File: src/amgc_regs.vh
// Register offsets, field layout, reset values and behaviour list
// Overview of operation
// Right ADC mic boost bit: 0 gives 0 dB, 1 gives +20 dB.
// Right ADC input gain is four bits, 1.5 dB per step up.
// ADC input register resets to 0000, held there under reset or power-down.
// DAC2 mix: left mute 15, left gain 12..8, right mute 7, gain 4..0.
// Mix gain codes step 1.5 dB: 00000 +12, 01000 0, 11111 -34.5 dB.
// DAC2 mix resets 8888, held while power-down or any DAC2 path enable low.
// Aux 1 mix uses the same layout as the DAC2 mix register.
// Aux 2 mix has mute and 5-bit gain per channel, same layout.
// Aux 3 mix has mute and 5-bit gain per channel, same layout.
// Aux mix registers reset 8888, held while power-down or analog mix off.
// Mic mix holds mutes at bits 15 and 7, gains at 12..8 and 4..0.
// Mic mix gains use the common 1.5 dB attenuation coding.
// Software writes zero into reserved bit positions.
// Mic mix resets 8888, held under the same conditions as aux registers.
// Converter powered-down flag is set when the pin is low or request set.
// Writes to a held register are dropped silently, default kept.
// Reserved bits always read back as zero.
`ifndef AMGC_REGS_VH
`define AMGC_REGS_VH
`define AMGC_ADDR_W 5
`define AMGC_OFS_STATUS 5'h00
`define AMGC_OFS_ADC_IN 5'h02
`define AMGC_OFS_DAC2_MIX 5'h03
`define AMGC_OFS_AUX1_MIX 5'h04
`define AMGC_OFS_AUX2_MIX 5'h05
`define AMGC_OFS_AUX3_MIX 5'h06
`define AMGC_OFS_MIC_MIX 5'h07
`define AMGC_OFS_PWR_CTRL 5'h1b
`define AMGC_OFS_CONV_PDN 5'h1c
`define AMGC_RST_MIX 16'h8888
`define AMGC_RST_ADC_IN 16'h0000
`define AMGC_MIX_MASK 16'h9f9f
`define AMGC_ADC_IN_MASK 16'h001f
`define AMGC_PDN_FLAG_BIT 14
`define AMGC_PWR_DDM_BIT 0
`define AMGC_PWR_DA2_BIT 1
`define AMGC_PWR_ANA_BIT 2
`define AMGC_PWR_AAM_BIT 3
`define AMGC_PWR_MASK 16'h000f
`define AMGC_RST_PWR 16'h0000
`define AMGC_CPD_BIT 15
`define AMGC_RST_CPD 16'h8000
`endif

File: src/amgc_bank.v
// Analog mixer gain control register bank with bus port and field outputs
`timescale 1ns/1ps
`include "amgc_regs.vh"
module amgc_bank (
  // Clock and reset
  input wire clk,
  input wire rst_b,
  // Power-down pin, active low, from outside
  input wire power_down_pin_b,
  // Register port
  input wire [4:0] reg_addr,
  input wire [15:0] reg_wdata,
  input wire reg_wr,
  input wire reg_rd,
  output reg [15:0] reg_rdata_r,
  // Status
  output reg converter_powered_down_flag_r,
  // ADC right input fields
  output reg right_adc_mic_boost_r,
  output reg [3:0] right_adc_input_gain_r,
  // DAC2 mix fields
  output reg left_dac2_mix_mute_r,
  output reg [4:0] left_dac2_mix_gain_r,
  output reg right_dac2_mix_mute_r,
  output reg [4:0] right_dac2_mix_gain_r,
  // Aux 1 mix fields
  output reg left_aux1_mix_mute_r,
  output reg [4:0] left_aux1_mix_gain_r,
  output reg right_aux1_mix_mute_r,
  output reg [4:0] right_aux1_mix_gain_r,
  // Aux 2 mix fields
  output reg left_aux2_mix_mute_r,
  output reg [4:0] left_aux2_mix_gain_r,
  output reg right_aux2_mix_mute_r,
  output reg [4:0] right_aux2_mix_gain_r,
  // Aux 3 mix fields
  output reg left_aux3_mix_mute_r,
  output reg [4:0] left_aux3_mix_gain_r,
  output reg right_aux3_mix_mute_r,
  output reg [4:0] right_aux3_mix_gain_r,
  // Mic mix fields
  output reg left_mic_mix_mute_r,
  output reg [4:0] left_mic_mix_gain_r,
  output reg right_mic_mix_mute_r,
  output reg [4:0] right_mic_mix_gain_r
);
  wire pin_high;
  wire [15:0] adc_in_val;
  wire [15:0] dac2_val;
  wire [15:0] aux1_val;
  wire [15:0] aux2_val;
  wire [15:0] aux3_val;
  wire [15:0] mic_val;
  reg [15:0] pwr_ctrl_r;
  reg [15:0] pwr_ctrl_nxt;
  reg [15:0] conv_pdn_r;
  reg [15:0] conv_pdn_nxt;
  reg [15:0] rdata_nxt;
  wire pdn_req;
  wire conv_pdn;
  wire dac2_enabled;
  wire analog_mix_enabled;
  wire hold_adc;
  wire hold_dac2;
  wire hold_aux;

  amgc_sync u_pin_sync (
    .clk(clk),
    .rst_b(rst_b),
    .pin_in(power_down_pin_b),
    .level_r(pin_high)
  );

  // Converter power-down while the pin is low or the request bit is set
  assign pdn_req = conv_pdn_r[`AMGC_CPD_BIT];
  assign conv_pdn = ~pin_high | pdn_req;
  assign dac2_enabled = pwr_ctrl_r[`AMGC_PWR_DDM_BIT] &
    pwr_ctrl_r[`AMGC_PWR_DA2_BIT] & pwr_ctrl_r[`AMGC_PWR_ANA_BIT];
  assign analog_mix_enabled = pwr_ctrl_r[`AMGC_PWR_AAM_BIT] &
    pwr_ctrl_r[`AMGC_PWR_ANA_BIT];
  assign hold_adc = conv_pdn;
  assign hold_dac2 = conv_pdn | ~dac2_enabled;
  assign hold_aux = conv_pdn | ~analog_mix_enabled;

  // The pin low also clears the power control bits it governs
  always @* begin
    pwr_ctrl_nxt = pwr_ctrl_r;
    conv_pdn_nxt = conv_pdn_r;
    if (!pin_high) begin
      pwr_ctrl_nxt = `AMGC_RST_PWR;
    end else if (reg_wr && reg_addr == `AMGC_OFS_PWR_CTRL) begin
      pwr_ctrl_nxt = reg_wdata & `AMGC_PWR_MASK;
    end
    if (reg_wr && reg_addr == `AMGC_OFS_CONV_PDN) begin
      conv_pdn_nxt = reg_wdata & `AMGC_RST_CPD;
    end
  end

  always @(posedge clk or negedge rst_b) begin
    if (!rst_b) begin
      pwr_ctrl_r <= `AMGC_RST_PWR;
      conv_pdn_r <= `AMGC_RST_CPD;
    end else begin
      pwr_ctrl_r <= pwr_ctrl_nxt;
      conv_pdn_r <= conv_pdn_nxt;
    end
  end

  amgc_mix_reg #(.RST_VAL(`AMGC_RST_ADC_IN), .MASK(`AMGC_ADC_IN_MASK))
    u_adc_in (
    .clk(clk),
    .rst_b(rst_b),
    .hold(hold_adc),
    .wr_en(reg_wr && reg_addr == `AMGC_OFS_ADC_IN),
    .wr_data(reg_wdata),
    .value_r(adc_in_val)
  );

  amgc_mix_reg #(.RST_VAL(`AMGC_RST_MIX), .MASK(`AMGC_MIX_MASK))
    u_dac2 (
    .clk(clk),
    .rst_b(rst_b),
    .hold(hold_dac2),
    .wr_en(reg_wr && reg_addr == `AMGC_OFS_DAC2_MIX),
    .wr_data(reg_wdata),
    .value_r(dac2_val)
  );

  amgc_mix_reg #(.RST_VAL(`AMGC_RST_MIX), .MASK(`AMGC_MIX_MASK))
    u_aux1 (
    .clk(clk),
    .rst_b(rst_b),
    .hold(hold_aux),
    .wr_en(reg_wr && reg_addr == `AMGC_OFS_AUX1_MIX),
    .wr_data(reg_wdata),
    .value_r(aux1_val)
  );

  amgc_mix_reg #(.RST_VAL(`AMGC_RST_MIX), .MASK(`AMGC_MIX_MASK))
    u_aux2 (
    .clk(clk),
    .rst_b(rst_b),
    .hold(hold_aux),
    .wr_en(reg_wr && reg_addr == `AMGC_OFS_AUX2_MIX),
    .wr_data(reg_wdata),
    .value_r(aux2_val)
  );

  amgc_mix_reg #(.RST_VAL(`AMGC_RST_MIX), .MASK(`AMGC_MIX_MASK))
    u_aux3 (
    .clk(clk),
    .rst_b(rst_b),
    .hold(hold_aux),
    .wr_en(reg_wr && reg_addr == `AMGC_OFS_AUX3_MIX),
    .wr_data(reg_wdata),
    .value_r(aux3_val)
  );

  amgc_mix_reg #(.RST_VAL(`AMGC_RST_MIX), .MASK(`AMGC_MIX_MASK))
    u_mic (
    .clk(clk),
    .rst_b(rst_b),
    .hold(hold_aux),
    .wr_en(reg_wr && reg_addr == `AMGC_OFS_MIC_MIX),
    .wr_data(reg_wdata),
    .value_r(mic_val)
  );

  // Read mux; reserved bits are already zero in storage
  always @* begin
    rdata_nxt = 16'h0000;
    if (reg_addr == `AMGC_OFS_STATUS) begin
      rdata_nxt[`AMGC_PDN_FLAG_BIT] = conv_pdn;
    end else if (reg_addr == `AMGC_OFS_ADC_IN) begin
      rdata_nxt = adc_in_val;
    end else if (reg_addr == `AMGC_OFS_DAC2_MIX) begin
      rdata_nxt = dac2_val;
    end else if (reg_addr == `AMGC_OFS_AUX1_MIX) begin
      rdata_nxt = aux1_val;
    end else if (reg_addr == `AMGC_OFS_AUX2_MIX) begin
      rdata_nxt = aux2_val;
    end else if (reg_addr == `AMGC_OFS_AUX3_MIX) begin
      rdata_nxt = aux3_val;
    end else if (reg_addr == `AMGC_OFS_MIC_MIX) begin
      rdata_nxt = mic_val;
    end else if (reg_addr == `AMGC_OFS_PWR_CTRL) begin
      rdata_nxt = pwr_ctrl_r;
    end else if (reg_addr == `AMGC_OFS_CONV_PDN) begin
      rdata_nxt = conv_pdn_r;
    end
  end

  // Field outputs are registered copies; they trail storage by one cycle
  always @(posedge clk or negedge rst_b) begin
    if (!rst_b) begin
      reg_rdata_r <= 16'h0000;
      converter_powered_down_flag_r <= 1'b1;
      right_adc_mic_boost_r <= 1'b0;
      right_adc_input_gain_r <= 4'h0;
      left_dac2_mix_mute_r <= 1'b1;
      left_dac2_mix_gain_r <= 5'h08;
      right_dac2_mix_mute_r <= 1'b1;
      right_dac2_mix_gain_r <= 5'h08;
      left_aux1_mix_mute_r <= 1'b1;
      left_aux1_mix_gain_r <= 5'h08;
      right_aux1_mix_mute_r <= 1'b1;
      right_aux1_mix_gain_r <= 5'h08;
      left_aux2_mix_mute_r <= 1'b1;
      left_aux2_mix_gain_r <= 5'h08;
      right_aux2_mix_mute_r <= 1'b1;
      right_aux2_mix_gain_r <= 5'h08;
      left_aux3_mix_mute_r <= 1'b1;
      left_aux3_mix_gain_r <= 5'h08;
      right_aux3_mix_mute_r <= 1'b1;
      right_aux3_mix_gain_r <= 5'h08;
      left_mic_mix_mute_r <= 1'b1;
      left_mic_mix_gain_r <= 5'h08;
      right_mic_mix_mute_r <= 1'b1;
      right_mic_mix_gain_r <= 5'h08;
    end else begin
      if (reg_rd) begin
        reg_rdata_r <= rdata_nxt;
      end else begin
        reg_rdata_r <= 16'h0000;
      end
      converter_powered_down_flag_r <= conv_pdn;
      right_adc_mic_boost_r <= adc_in_val[4];
      right_adc_input_gain_r <= adc_in_val[3:0];
      left_dac2_mix_mute_r <= dac2_val[15];
      left_dac2_mix_gain_r <= dac2_val[12:8];
      right_dac2_mix_mute_r <= dac2_val[7];
      right_dac2_mix_gain_r <= dac2_val[4:0];
      left_aux1_mix_mute_r <= aux1_val[15];
      left_aux1_mix_gain_r <= aux1_val[12:8];
      right_aux1_mix_mute_r <= aux1_val[7];
      right_aux1_mix_gain_r <= aux1_val[4:0];
      left_aux2_mix_mute_r <= aux2_val[15];
      left_aux2_mix_gain_r <= aux2_val[12:8];
      right_aux2_mix_mute_r <= aux2_val[7];
      right_aux2_mix_gain_r <= aux2_val[4:0];
      left_aux3_mix_mute_r <= aux3_val[15];
      left_aux3_mix_gain_r <= aux3_val[12:8];
      right_aux3_mix_mute_r <= aux3_val[7];
      right_aux3_mix_gain_r <= aux3_val[4:0];
      left_mic_mix_mute_r <= mic_val[15];
      left_mic_mix_gain_r <= mic_val[12:8];
      right_mic_mix_mute_r <= mic_val[7];
      right_mic_mix_gain_r <= mic_val[4:0];
    end
  end
endmodule // amgc_bank

File: src/amgc_mix_reg.v
// One 16-bit gain register with hold-at-default and masked storage
`timescale 1ns/1ps
module amgc_mix_reg #(
  parameter [15:0] RST_VAL = 16'h8888,
  parameter [15:0] MASK = 16'h9f9f
) (
  // Clock and reset
  input wire clk,
  input wire rst_b,
  // Write side
  input wire hold,
  input wire wr_en,
  input wire [15:0] wr_data,
  // Stored value
  output reg [15:0] value_r
);
  reg [15:0] value_nxt;
  always @* begin
    value_nxt = value_r;
    if (hold) begin
      value_nxt = RST_VAL;
    end else if (wr_en) begin
      value_nxt = wr_data & MASK;
    end
  end
  always @(posedge clk or negedge rst_b) begin
    if (!rst_b) begin
      value_r <= RST_VAL;
    end else begin
      value_r <= value_nxt;
    end
  end
endmodule // amgc_mix_reg

File: src/amgc_sync.v
// Three-stage synchroniser with agreement filter for an outside pin
`timescale 1ns/1ps
module amgc_sync (
  // Clock and reset
  input wire clk,
  input wire rst_b,
  // Pin in and filtered level out
  input wire pin_in,
  output reg level_r
);
  reg s1_r;
  reg s2_r;
  reg s3_r;
  // Level only follows once the two later stages agree
  always @(posedge clk or negedge rst_b) begin
    if (!rst_b) begin
      s1_r <= 1'b0;
      s2_r <= 1'b0;
      s3_r <= 1'b0;
      level_r <= 1'b0;
    end else begin
      s1_r <= pin_in;
      s2_r <= s1_r;
      s3_r <= s2_r;
      if (s2_r == s3_r) begin
        level_r <= s3_r;
      end
    end
  end
endmodule // amgc_sync

File: config.mk
export PLATFORM = sky130hd
export DESIGN_NAME = amgc_bank
export DESIGN_NICKNAME = d
export VERILOG_FILES = /design/src/amgc_bank.v /design/src/amgc_mix_reg.v /design/src/amgc_sync.v
export VERILOG_INCLUDE_DIRS = /design/src
export SDC_FILE = /design/constraint.sdc
export NUM_CORES = 1
export LEC_CHECK = 0
export BUFFER_PORTS_ARGS = -buffer_cell sky130_fd_sc_hd__buf_4
export CAP_MARGIN = 10
export CORE_MARGIN = 3
export CORE_UTILIZATION = 35
export CTS_CLUSTER_DIAMETER = 120
export DETAILED_ROUTE_END_ITERATION = 16
export PLACE_DENSITY = 0.58
export RECOVER_POWER = 50
export SYNTH_ARGS = -nofsm -noshare
export SYNTH_HDL_FRONTEND = slang
export SYNTH_SLANG_ARGS = --single-unit
File: constraint.sdc
create_clock -name clk -period 2.35 [get_ports clk]
set_clock_uncertainty 0.2 [all_clocks]
set_input_delay 0.3525 -clock clk [delete_from_list [all_inputs] [get_ports clk]]
set_output_delay 0.3525 -clock clk [all_outputs]
set_load 0.03 [all_outputs]
# == Yosys cells after proc, flatten, opt, wreduce, memory -nomap -nowiden ==
# Cells that the tools add are included.
# totals
register_bits,199
input_bits,26
output_inout_bits,82
# classes
eq_ne,10
n_mux,26
n_bitwise,9
n_reduce_logical,15
# op_table
op,count
two-way mux 16 bit,23
equality test 5 x 3 -> 1 bit (second input constant),4
two-way mux 14 bit,1
nonzero test 2 bit,6
equality test 5 x 2 -> 1 bit (second input constant),2
equality test 5 bit (second input constant),2
logical AND 1 bit,8
zero test 5 bit,1
bitwise AND 1 bit,3
inverter 1 bit,3
OR 1 bit,3
two-way mux 1 bit,2
inequality test 2 bit (second input constant),1
equality test 1 bit,1

# == Longest topological paths before layout ==
# Gate-level depths: netlist of the first run.
# depth
depth_word,11
mapped_depth,8
depth_no_buf,5

# == Cells and area by module ==
# Synthesis of the first run repeated with hierarchy kept, for this count alone.
# unflattened
cells_unflattened,539
hier_area_um2,6525.0
# by_module_without_submodules
mod,instances,cells_each,area_each_um2
amgc_bank,1,286,3382.0
amgc_mix_reg (u_aux1 ...),5,44,548.0
amgc_mix_reg (u_adc_in),1,28,291.5
amgc_sync,1,5,111.4

# == Worst setup path after synthesis of the first run ==
# Ideal clock, no wire load.
# synth_path
kind,input to register
from,input reg_addr[3]
to,register u_aux1.value_r[10]
setup_ps,136
arrival_time_ps,1580
t_required_ps,2014
path_slack_ps,434
path_stages,7
n_path_buf,2
path_cell_list,buf_2 > or3b_4 > nor3_4 > nand2_1 > buf_2 > nand2_1 > a21oi_1
# synth_via
elab_chain_len,3
# synth_lines
item,line,rtl
from (decl),amgc_bank.v:11,"input wire [4:0] reg_addr,"
equality test 5 x 3 -> 1 bit (no source line),-,
logical AND 1 bit (no source line),-,
nonzero test 2 bit (no source line),-,
to (signal assigned),amgc_mix_reg.v:30,value_r <= value_nxt;
to (decl),amgc_mix_reg.v:15,output reg [15:0] value_r
# No other way between the ends.
# A chain may end at the register's enable or synchronous reset.

# == Final worst setup path of the first run ==
# layout_path
from,register u_pin_sync.level_r
to,register u_dac2.value_r[8]
# layout_via
elab_chain_len,4
# layout_lines
item,line,rtl
from (decl),amgc_sync.v:9,output reg level_r
from (signal assigned),amgc_sync.v:26,level_r <= s3_r;
inverter 1 bit *,amgc_bank.v:76,assign conv_pdn = ~pin_high | pdn_req;
OR 1 bit *,amgc_bank.v:76,
OR 1 bit *,amgc_bank.v:82,assign hold_dac2 = conv_pdn | ~dac2_enabled;
two-way mux 16 bit or nonzero test 2 bit (tied branches),-,
to (signal assigned),amgc_mix_reg.v:30,
to (decl),amgc_mix_reg.v:15,
# Mark *: on every way between the ends. The rest lies on a longest branch, timed or not.

==> results of run 1 <==
per-layer routing:
metal  global-route usage (%)  up-vias  routed length, um  share of wire, %
li1                         -     1946                  -                 -
met1                    23.28     2142               6688                43
met2                    28.91      167               7652                49
met3                    4.314       31                928               5.9
met4                    7.862        0                380               2.4
met5                        0        -                  0                 0
cells by family after synthesis:
kind of cell | synth area share [%]
and+or+nand+nor | 15.32
DFF | 67.39
AOI/OAI and AO/OA | 10.84
buffers and inverters | 3.215
muxes | 2.998
adders and majority gates | 0.1738
other | 0.06511
registers in the layout, summed over array words and instances (netlist names), 12 cells and up:
register        flops
u_aux3.value_r     12
u_mic.value_r      12
u_aux2.value_r     12
u_dac2.value_r     12
reg_rdata_r        13
u_aux1.value_r     12
cell type report:
type,instances,area [um2]
Fill cell,1512,8468
Sequential cell,153,3881
Multi-Input combinational cell,304,1700
Timing Repair Buffer,135,1056
Clock buffer,19,432.9
Tap cell,216,270.3
Clock inverter,13,168.9
Inverter,6,22.52
power groups by stage:
stage	Clock (W)	Combinational, W	Sequential, W
4_1_cts	0.00282	0.000289	0.00267
3_3_place_gp	0	0.000271	0.00271
6_report	0.00277	0.000285	0.00266
2_1_floorplan	0	0.000108	0.00272
3_5_place_dp	0	0.000277	0.00271
5_1_grt	0.00293	0.000311	0.00266
worst min-delay path by stage:
stage,end,slack (ns),cells after the start
finish,u_aux3.value_r[4],0.03,3
global route,u_dac2.value_r[1],0.02,3
CTS,u_mic.value_r[3],0.004,3
detailed placement,reg_rdata_r[14],0.11,1
global placement,reg_rdata_r[14],0.11,1
floorplan,left_aux1_mix_gain_r[0],-0.14,0
critical path: stages (launching register included):
cell                      delay [ns]
sky130_fd_sc_hd__dfrtp_1        0.46
sky130_fd_sc_hd__nor2b_1        0.26
sky130_fd_sc_hd__and4_1         0.30
sky130_fd_sc_hd__and2_1         0.44
sky130_fd_sc_hd__a22o_1         0.22
through the flow:
step | instance area, um2 | hold WS [ns] | total power [W] | instances | utilization, %
after floorplan | 5767 | -0.1431 | 0.002831 | 497 | -
after global placement | 6849 | 0.1056 | 0.002982 | 805 | 42.81
after detailed placement | 6849 | 0.1118 | 0.002989 | 805 | 42.81
after CTS | 7541 | 0.003593 | 0.005775 | 846 | 47.13
after global routing | 7532 | 0.02097 | 0.005901 | 846 | 47.08
final | 7532 | 0.02590 | 0.005718 | 846 | 47.08
placed cells by master (no fill, tap or decap), types with 2 or more instances in the layout:
cell,instances
sky130_fd_sc_hd__buf_4,121
sky130_fd_sc_hd__nand2_1,115
sky130_fd_sc_hd__dfrtp_1,111
sky130_fd_sc_hd__a21oi_1,44
sky130_fd_sc_hd__nand3_1,27
sky130_fd_sc_hd__dfstp_2,22
sky130_fd_sc_hd__dfstp_1,20
sky130_fd_sc_hd__clkbuf_16,17
sky130_fd_sc_hd__nor2_1,14
sky130_fd_sc_hd__a22o_1,12
sky130_fd_sc_hd__o21ai_0,9
sky130_fd_sc_hd__dlygate4sd3_1,9
sky130_fd_sc_hd__mux2_2,8
sky130_fd_sc_hd__nor2b_1,7
sky130_fd_sc_hd__inv_1,6
sky130_fd_sc_hd__and3_1,6
sky130_fd_sc_hd__mux2i_1,6
sky130_fd_sc_hd__a222oi_1,5
sky130_fd_sc_hd__nand4_1,4
sky130_fd_sc_hd__a22oi_1,4
sky130_fd_sc_hd__o22a_1,4
sky130_fd_sc_hd__clkinv_4,4
sky130_fd_sc_hd__nor3_1,3
sky130_fd_sc_hd__conb_1,3
sky130_fd_sc_hd__bufinv_16,3
sky130_fd_sc_hd__inv_6,3
sky130_fd_sc_hd__a211oi_1,2
sky130_fd_sc_hd__and2_1,2
sky130_fd_sc_hd__o22ai_1,2
sky130_fd_sc_hd__nor3b_1,2
sky130_fd_sc_hd__a32oi_1,2
sky130_fd_sc_hd__clkbuf_1,2
sky130_fd_sc_hd__clkinv_2,2
sky130_fd_sc_hd__clkbuf_2,2
sky130_fd_sc_hd__buf_12,2
==> flow_summary_export.csv, run 1 <==
group,metric,value,unit
run_status,run_status,"completed",
yosys,synth_enable_flop_cells,0,
yosys,synthMostInstantiatedCell,"sky130_fd_sc_hd__nand2_1",
worst_setup_path,reg2reg_setup_slack,0.41,ns
cells_and_area,drive_gt1_share,30.48,%
worst_hold_path,hold_start,"reg_wdata[4]",
global_route,grt_start_max_net_pins,48,
power_and_ir_drop,seq_power_share,46.6,%
power_and_ir_drop,p_int,0.004430,W
sta,max_slew.worst_pin.slew,1.185,ns
clock_network,cts.root.buffer_cell,"sky130_fd_sc_hd__clkbuf_16",
die,die-width,134.3,um
die,floorplan.initialDensity,35.99,%
yosys,synth_top_flop_cell,"sky130_fd_sc_hd__dfrtp_1",
global_route,vias_in_the_first_global_route,4392,
job,cap_viol_max_count,0,
die,die_outline_area,18030,um2
route,detail_route.wirelength,15.65,mm
sta,layout_setup_ws,0.4138,ns
clock_network,ctsResizeCount,0,
placed_design,gp_congestion,0.8521,
clock_network,cts_tree,"built",
power_and_ir_drop,power.combinational.fraction,5.0,%
worst_setup_path,cp-end-kind,"flip-flop",
yosys,synth.ff_latch_count,153,
power_and_ir_drop,leakagePower,3.433,nW
yosys,synth_seq_area_share,67.39,%
yosys,yosys.area.top_type,"sky130_fd_sc_hd__dfrtp_1",
sta,final_cycle_share,82.39,%
power_and_ir_drop,net_sw_power,0.001288,W
clock_network,cts.path.max_buffers,2,
global_route,grt_pass1_wl,24.54,mm
clock_network,post_cts.repair.setup_buffers,0,
yosys,synth_commonest_cells,"sky130_fd_sc_hd__nand2_1, sky130_fd_sc_hd__dfrtp_1, sky130_fd_sc_hd__a21oi_1",
clock_network,tritoncts_buffers,17,
sta,drv_slew,0,
power_and_ir_drop,switching_share,22.52,%
global_route,globalRouteOverflowTotal,0,
route,wl_per_cell,18.50,um
sta,final.min_clock_period,1.936,ns
route,via_per_inst,5.066,
yosys,post_synth_main_area_contributors,"sky130_fd_sc_hd__dfrtp_1, sky130_fd_sc_hd__dfstp_2, sky130_fd_sc_hd__nand2_1, sky130_fd_sc_hd__a21oi_1, sky130_fd_sc_hd__nand3_1",
sta,grt_setup_unrepaired,"no",
worst_setup_path,setup.worst_path.end,"u_dac2.value_r[8]",
clock_network,worst_skew_pair.late_latency,0.42,ns
cells_and_area,final_nets,643,
worst_setup_path,critical_path.startpoint_type,"flip-flop",
global_route,global_route_usage_over_all_layers,17.97,%
clock_network,clock-sinks,153,
yosys,synth_cell_types,51,
sta,final-setup-viol-count,0,
route,detail_route.iter0.violations,415,
sta,timing.fmax,516.5,MHz
cells_and_area,num_antenna_cells,0,
yosys,synth.yosys.warnings,0,
clock_network,clkSlewWorstSetupHoldPaths,0.06,ns
die,chipHeight,134.3,um
die,fp-row-count,46,
worst_setup_path,regToRegEndpoint,"u_dac2.value_r[8]",
route,vias,4286,
sta,finalHoldViolCount,0,
worst_setup_path,cp_max_fo,7,
yosys,asyncSetResetFlopFracSynth,100.0,%
sta,timing.setup.tns,0,ns
worst_setup_path,critical_path_data_required_time,2.51,ns
worst_setup_path,reg2regPathDepth,4,
power_and_ir_drop,ir_worst_vdd,0.4608,mV
die,total_core_area,16000,um2
placed_design,preCtsSetupSlack,0.1467,ns
worst_setup_path,worstSetupStartpoint,"u_pin_sync.level_r",
cells_and_area,area_delta_synth_final,30.78,%
yosys,syn-cell-area,5759,um2
route,detail_route.drc_violations,0,
power_and_ir_drop,clock_power_share,48.4,%
worst_setup_path,worst_ep_arrival_time,2.10,ns
yosys,netlist.area_leader.share,48.23,%
placed_design,numPortBuffers,100,
worst_setup_path,crit_type,"flip-flop to flip-flop",
power_and_ir_drop,p_per_area,759.1,nW/um2
clock_network,ctsHoldBuffers,9,
global_route,antenna_found_initial,0,
worst_setup_path,critical_path.reg2reg.startpoint,"u_pin_sync.level_r",
route,antenna_violating_nets_post_route,0,
worst_hold_path,worstHoldPathType,"input pin to flip-flop",
sta,timing.max_slew.rel_slack,21.01,%
yosys,postSynthAreaPerCell,11.63,um2
die,total_i_o_pin_count,108,
yosys,synthesis.instances,495,
route,drt_first_pass_iters,5,
placed_design,detailedPlacementHpwl,10.65,mm
clock_network,htreeDepth,4,
No activity file was read; power rests on OpenSTA's default activity.
==> run 2, diff against run 1 <==
- PLACE_DENSITY: 0.58 -> 0.6
- clock period: 2.35 -> 1.6 ns (I/O delays scaled with it)
==> run 2 against run 1 <==
  * The run now ends with negative setup slack left
  * Clock power is 52% higher
  * Sequential power increased by 47%
  * Flip-flop and latch count did not move
  * Register-to-register slack got worse by 0.43 ns
  * Worst setup slack worse by 0.43 ns
  * First-iteration DRC count is 13% lower
  * Utilization grew 4.0 points
  * Design area rose by 8.4%
  * Largest cell class unchanged
  * Largest power group unchanged
  * Highest routed layer unchanged
==> flow_summary_export.csv, run 2 (same netlist as run 1, synthesis figures left out) <==
group,metric,value,unit
clock_network,cts.path.max_buffers,2,
worst_hold_path,worstHoldPathType,"input pin to flip-flop",
sta,holdWs,0.05256,ns
global_route,global_route_usage_over_all_layers,18.63,%
power_and_ir_drop,p_per_area,1059,nW/um2
worst_setup_path,critical_path.reg2reg.startpoint,"u_aux3.value_r[12]",
worst_setup_path,critical_path.startpoint_type,"flip-flop",
route,via_per_inst,4.940,
sta,final_cycle_share,100.9,%
route,wl_per_cell,18.00,um
clock_network,tritoncts_buffers,17,
sta,final-setup-viol-count,1,
sta,timing.max_slew.rel_slack,32.35,%
global_route,vias_in_the_first_global_route,4645,
clock_network,clkSlewWorstSetupHoldPaths,0.06,ns
worst_setup_path,regToRegEndpoint,"reg_rdata_r[12]",
worst_setup_path,crit_path_cell_trace,"mux2_2 > a22o_1 > a222oi_1 > nor2_1",
worst_setup_path,cp_slowest_stage_delay,0.38,ns
cells_and_area,num_antenna_cells,0,
clock_network,cts_tree,"built",
route,detail_route.wirelength,16.31,mm
sta,layout_setup_ws,-0.01399,ns
die,die_outline_area,18030,um2
cells_and_area,mostFrequentLayoutCell,"sky130_fd_sc_hd__buf_4",
route,drt_first_pass_iters,5,
worst_setup_path,crit_type,"flip-flop to flip-flop",
clock_network,worst_skew_pair.late_latency,0.42,ns
die,total_i_o_pin_count,108,
run_status,violations_in_the_final_reports,"negative setup slack",
global_route,globalRouteOverflowTotal,0,
die,total_core_area,16000,um2
global_route,antenna_found_initial,0,
sta,max_slew.worst_pin.slew,1.015,ns
run_status,run_status,"complete, but fails checks",
cells_and_area,final_nets,703,
worst_setup_path,reg2regPathDepth,4,
cells_and_area,fillerInstances,1423,
global_route,grt_start_max_net_pins,41,
cells_and_area,register_with_the_most_flip_flops,"reg_rdata_r",
worst_setup_path,critical_path_data_required_time,1.70,ns
die,die-width,134.3,um
sta,finalHoldViolCount,0,
job,cap_viol_max_count,0,
worst_setup_path,worst-path-buf-inv,0,
worst_hold_path,hold_start,"reg_addr[2]",
cells_and_area,cell_area_after_layout,8167,um2
sta,drv_slew,0,
placed_design,post_dp_cell_area,7328,um2
global_route,grt_pass1_wl,25.59,mm
power_and_ir_drop,ir_worst_vdd,0.6985,mV
clock_network,cts.root.buffer_cell,"sky130_fd_sc_hd__clkbuf_16",
worst_hold_path,min_delay_worst_endpoint,"reg_rdata_r[4]",
cells_and_area,largest_reg_flops,13,
clock_network,clock-sinks,153,
worst_setup_path,critical_path.top_delay_family,"compound AO/OA/AOI/OAI gates",
placed_design,gp_congestion,0.8407,
route,antenna_violating_nets_post_route,0,
placed_design,detailedPlacementHpwl,11.96,mm
placed_design,numPortBuffers,100,
route,detail_route.drc_violations,0,
cells_and_area,final-seq-area,3881,um2
power_and_ir_drop,leakagePower,3.803,nW
cells_and_area,area_delta_synth_final,41.80,%
sta,final.min_clock_period,1.614,ns
die,chipHeight,134.3,um
cells_and_area,drive_gt1_share,37.54,%
worst_setup_path,cp_max_fo,2,
cells_and_area,layout.cells.most_common_list,"sky130_fd_sc_hd__buf_4, sky130_fd_sc_hd__nand2_1, sky130_fd_sc_hd__dfrtp_1",
worst_hold_path,min_delay_path_depth,4,
clock_network,htreeDepth,4,
die,floorplan.initialDensity,35.99,%
cells_and_area,layout.cells.non_filler,906,
worst_setup_path,crit_slowest_cell,"sky130_fd_sc_hd__dfrtp_1",
cells_and_area,multi_input_comb_area,1742,um2
worst_setup_path,worst_ep_arrival_time,1.71,ns
placed_design,place.detailed.instances,855,
worst_setup_path,cp-end-kind,"flip-flop",
sta,timing.fmax,619.6,MHz
route,vias,4476,
worst_setup_path,reg2reg_setup_slack,-0.01,ns
sta,grt_setup_unrepaired,"yes",
route,detail_route.iter0.violations,359,
die,fp-row-count,46,
## run 2: cell count changes in the layout (fill, tap and decap cells not counted), sizes merged
cell,previous run,this run
dlygate4sd3,9,16
buf,123,176
clkbuf,22,31
clkinvlp,1,0
inv,9,7
clkinv,6,1
bufinv,3,2
## run 2: how the worst max path moves through the flow
stage | to | cells past startpoint | from
4_1_cts | reg_rdata_r[12] | 4 | u_aux3.value_r[12]
5_1_grt | reg_rdata_r[12] | 4 | u_aux3.value_r[12]
3_5_place_dp | reg_rdata_r[3] | 7 | reg_addr[0]
6_report | reg_rdata_r[12] | 4 | u_aux3.value_r[12]
3_3_place_gp | reg_rdata_r[2] | 5 | reg_addr[0]
2_1_floorplan | u_aux1.value_r[4] | 7 | reg_addr[3]
## run 2: what timing repair did
item / CTS / global route
buffers inserted: 0 / 3
hold endpoints to repair: 183 / 0
pin swaps: 3 / 4
resized for setup: 6 / 2
endpoints found under the setup margin: 10 / 13
hold buffers: 16 / 0
## run 2: worst reg2reg max path, delay by kind of cell (launching register included)
family          cells  cell delay (ns)
compound gates      2             0.57
flops               1             0.38
mux                 1             0.27
simple gates        1             0.08
## run 2: layout make-up
type                    count  share of cell area (%)
clock buffers              28                   6.848
clock inverters             4                  0.9039
inverters                   6                  0.2758
multi-input cells         304                   21.33
flip-flops and latches    153                   47.53
well taps                 216                   3.309
repair buffers            195                   19.81
## run 2: power breakdown
part           switching (W)  leakage [nW]  internal, W
Combinational       0.000311          1.53     0.000224
Clock                0.00150         0.312      0.00270
Sequential        0.00000954          1.97      0.00390
Total                0.00182          3.80      0.00682
## run 2: per-layer routing
metal / share of wire, % / routed length [um] / up-vias / GRT usage [%]
met5: 0 / 0 / - / 0
met4: 2.7 / 433 / 0 / 8.032
met3: 6.1 / 994 / 28 / 3.901
met2: 47 / 7598 / 182 / 28.35
met1: 45 / 7285 / 2202 / 25.97
li1: - / - / 2064 / -
## run 2: stage by stage
step | power (W) | setup WS, ns | util (%) | setup TNS, ns
4_1_cts | 0.008700 | -0.02083 | 50.88 | -0.02083
6_report | 0.008647 | -0.01399 | 51.04 | -0.01399
3_5_place_dp | 0.004485 | -0.2850 | 45.80 | -16.12
5_1_grt | 0.008929 | -0.1060 | 51.04 | -1.846
3_3_place_gp | 0.004478 | -0.3655 | 45.80 | -14.91
2_1_floorplan | 0.004175 | -0.1613 | - | -2.114
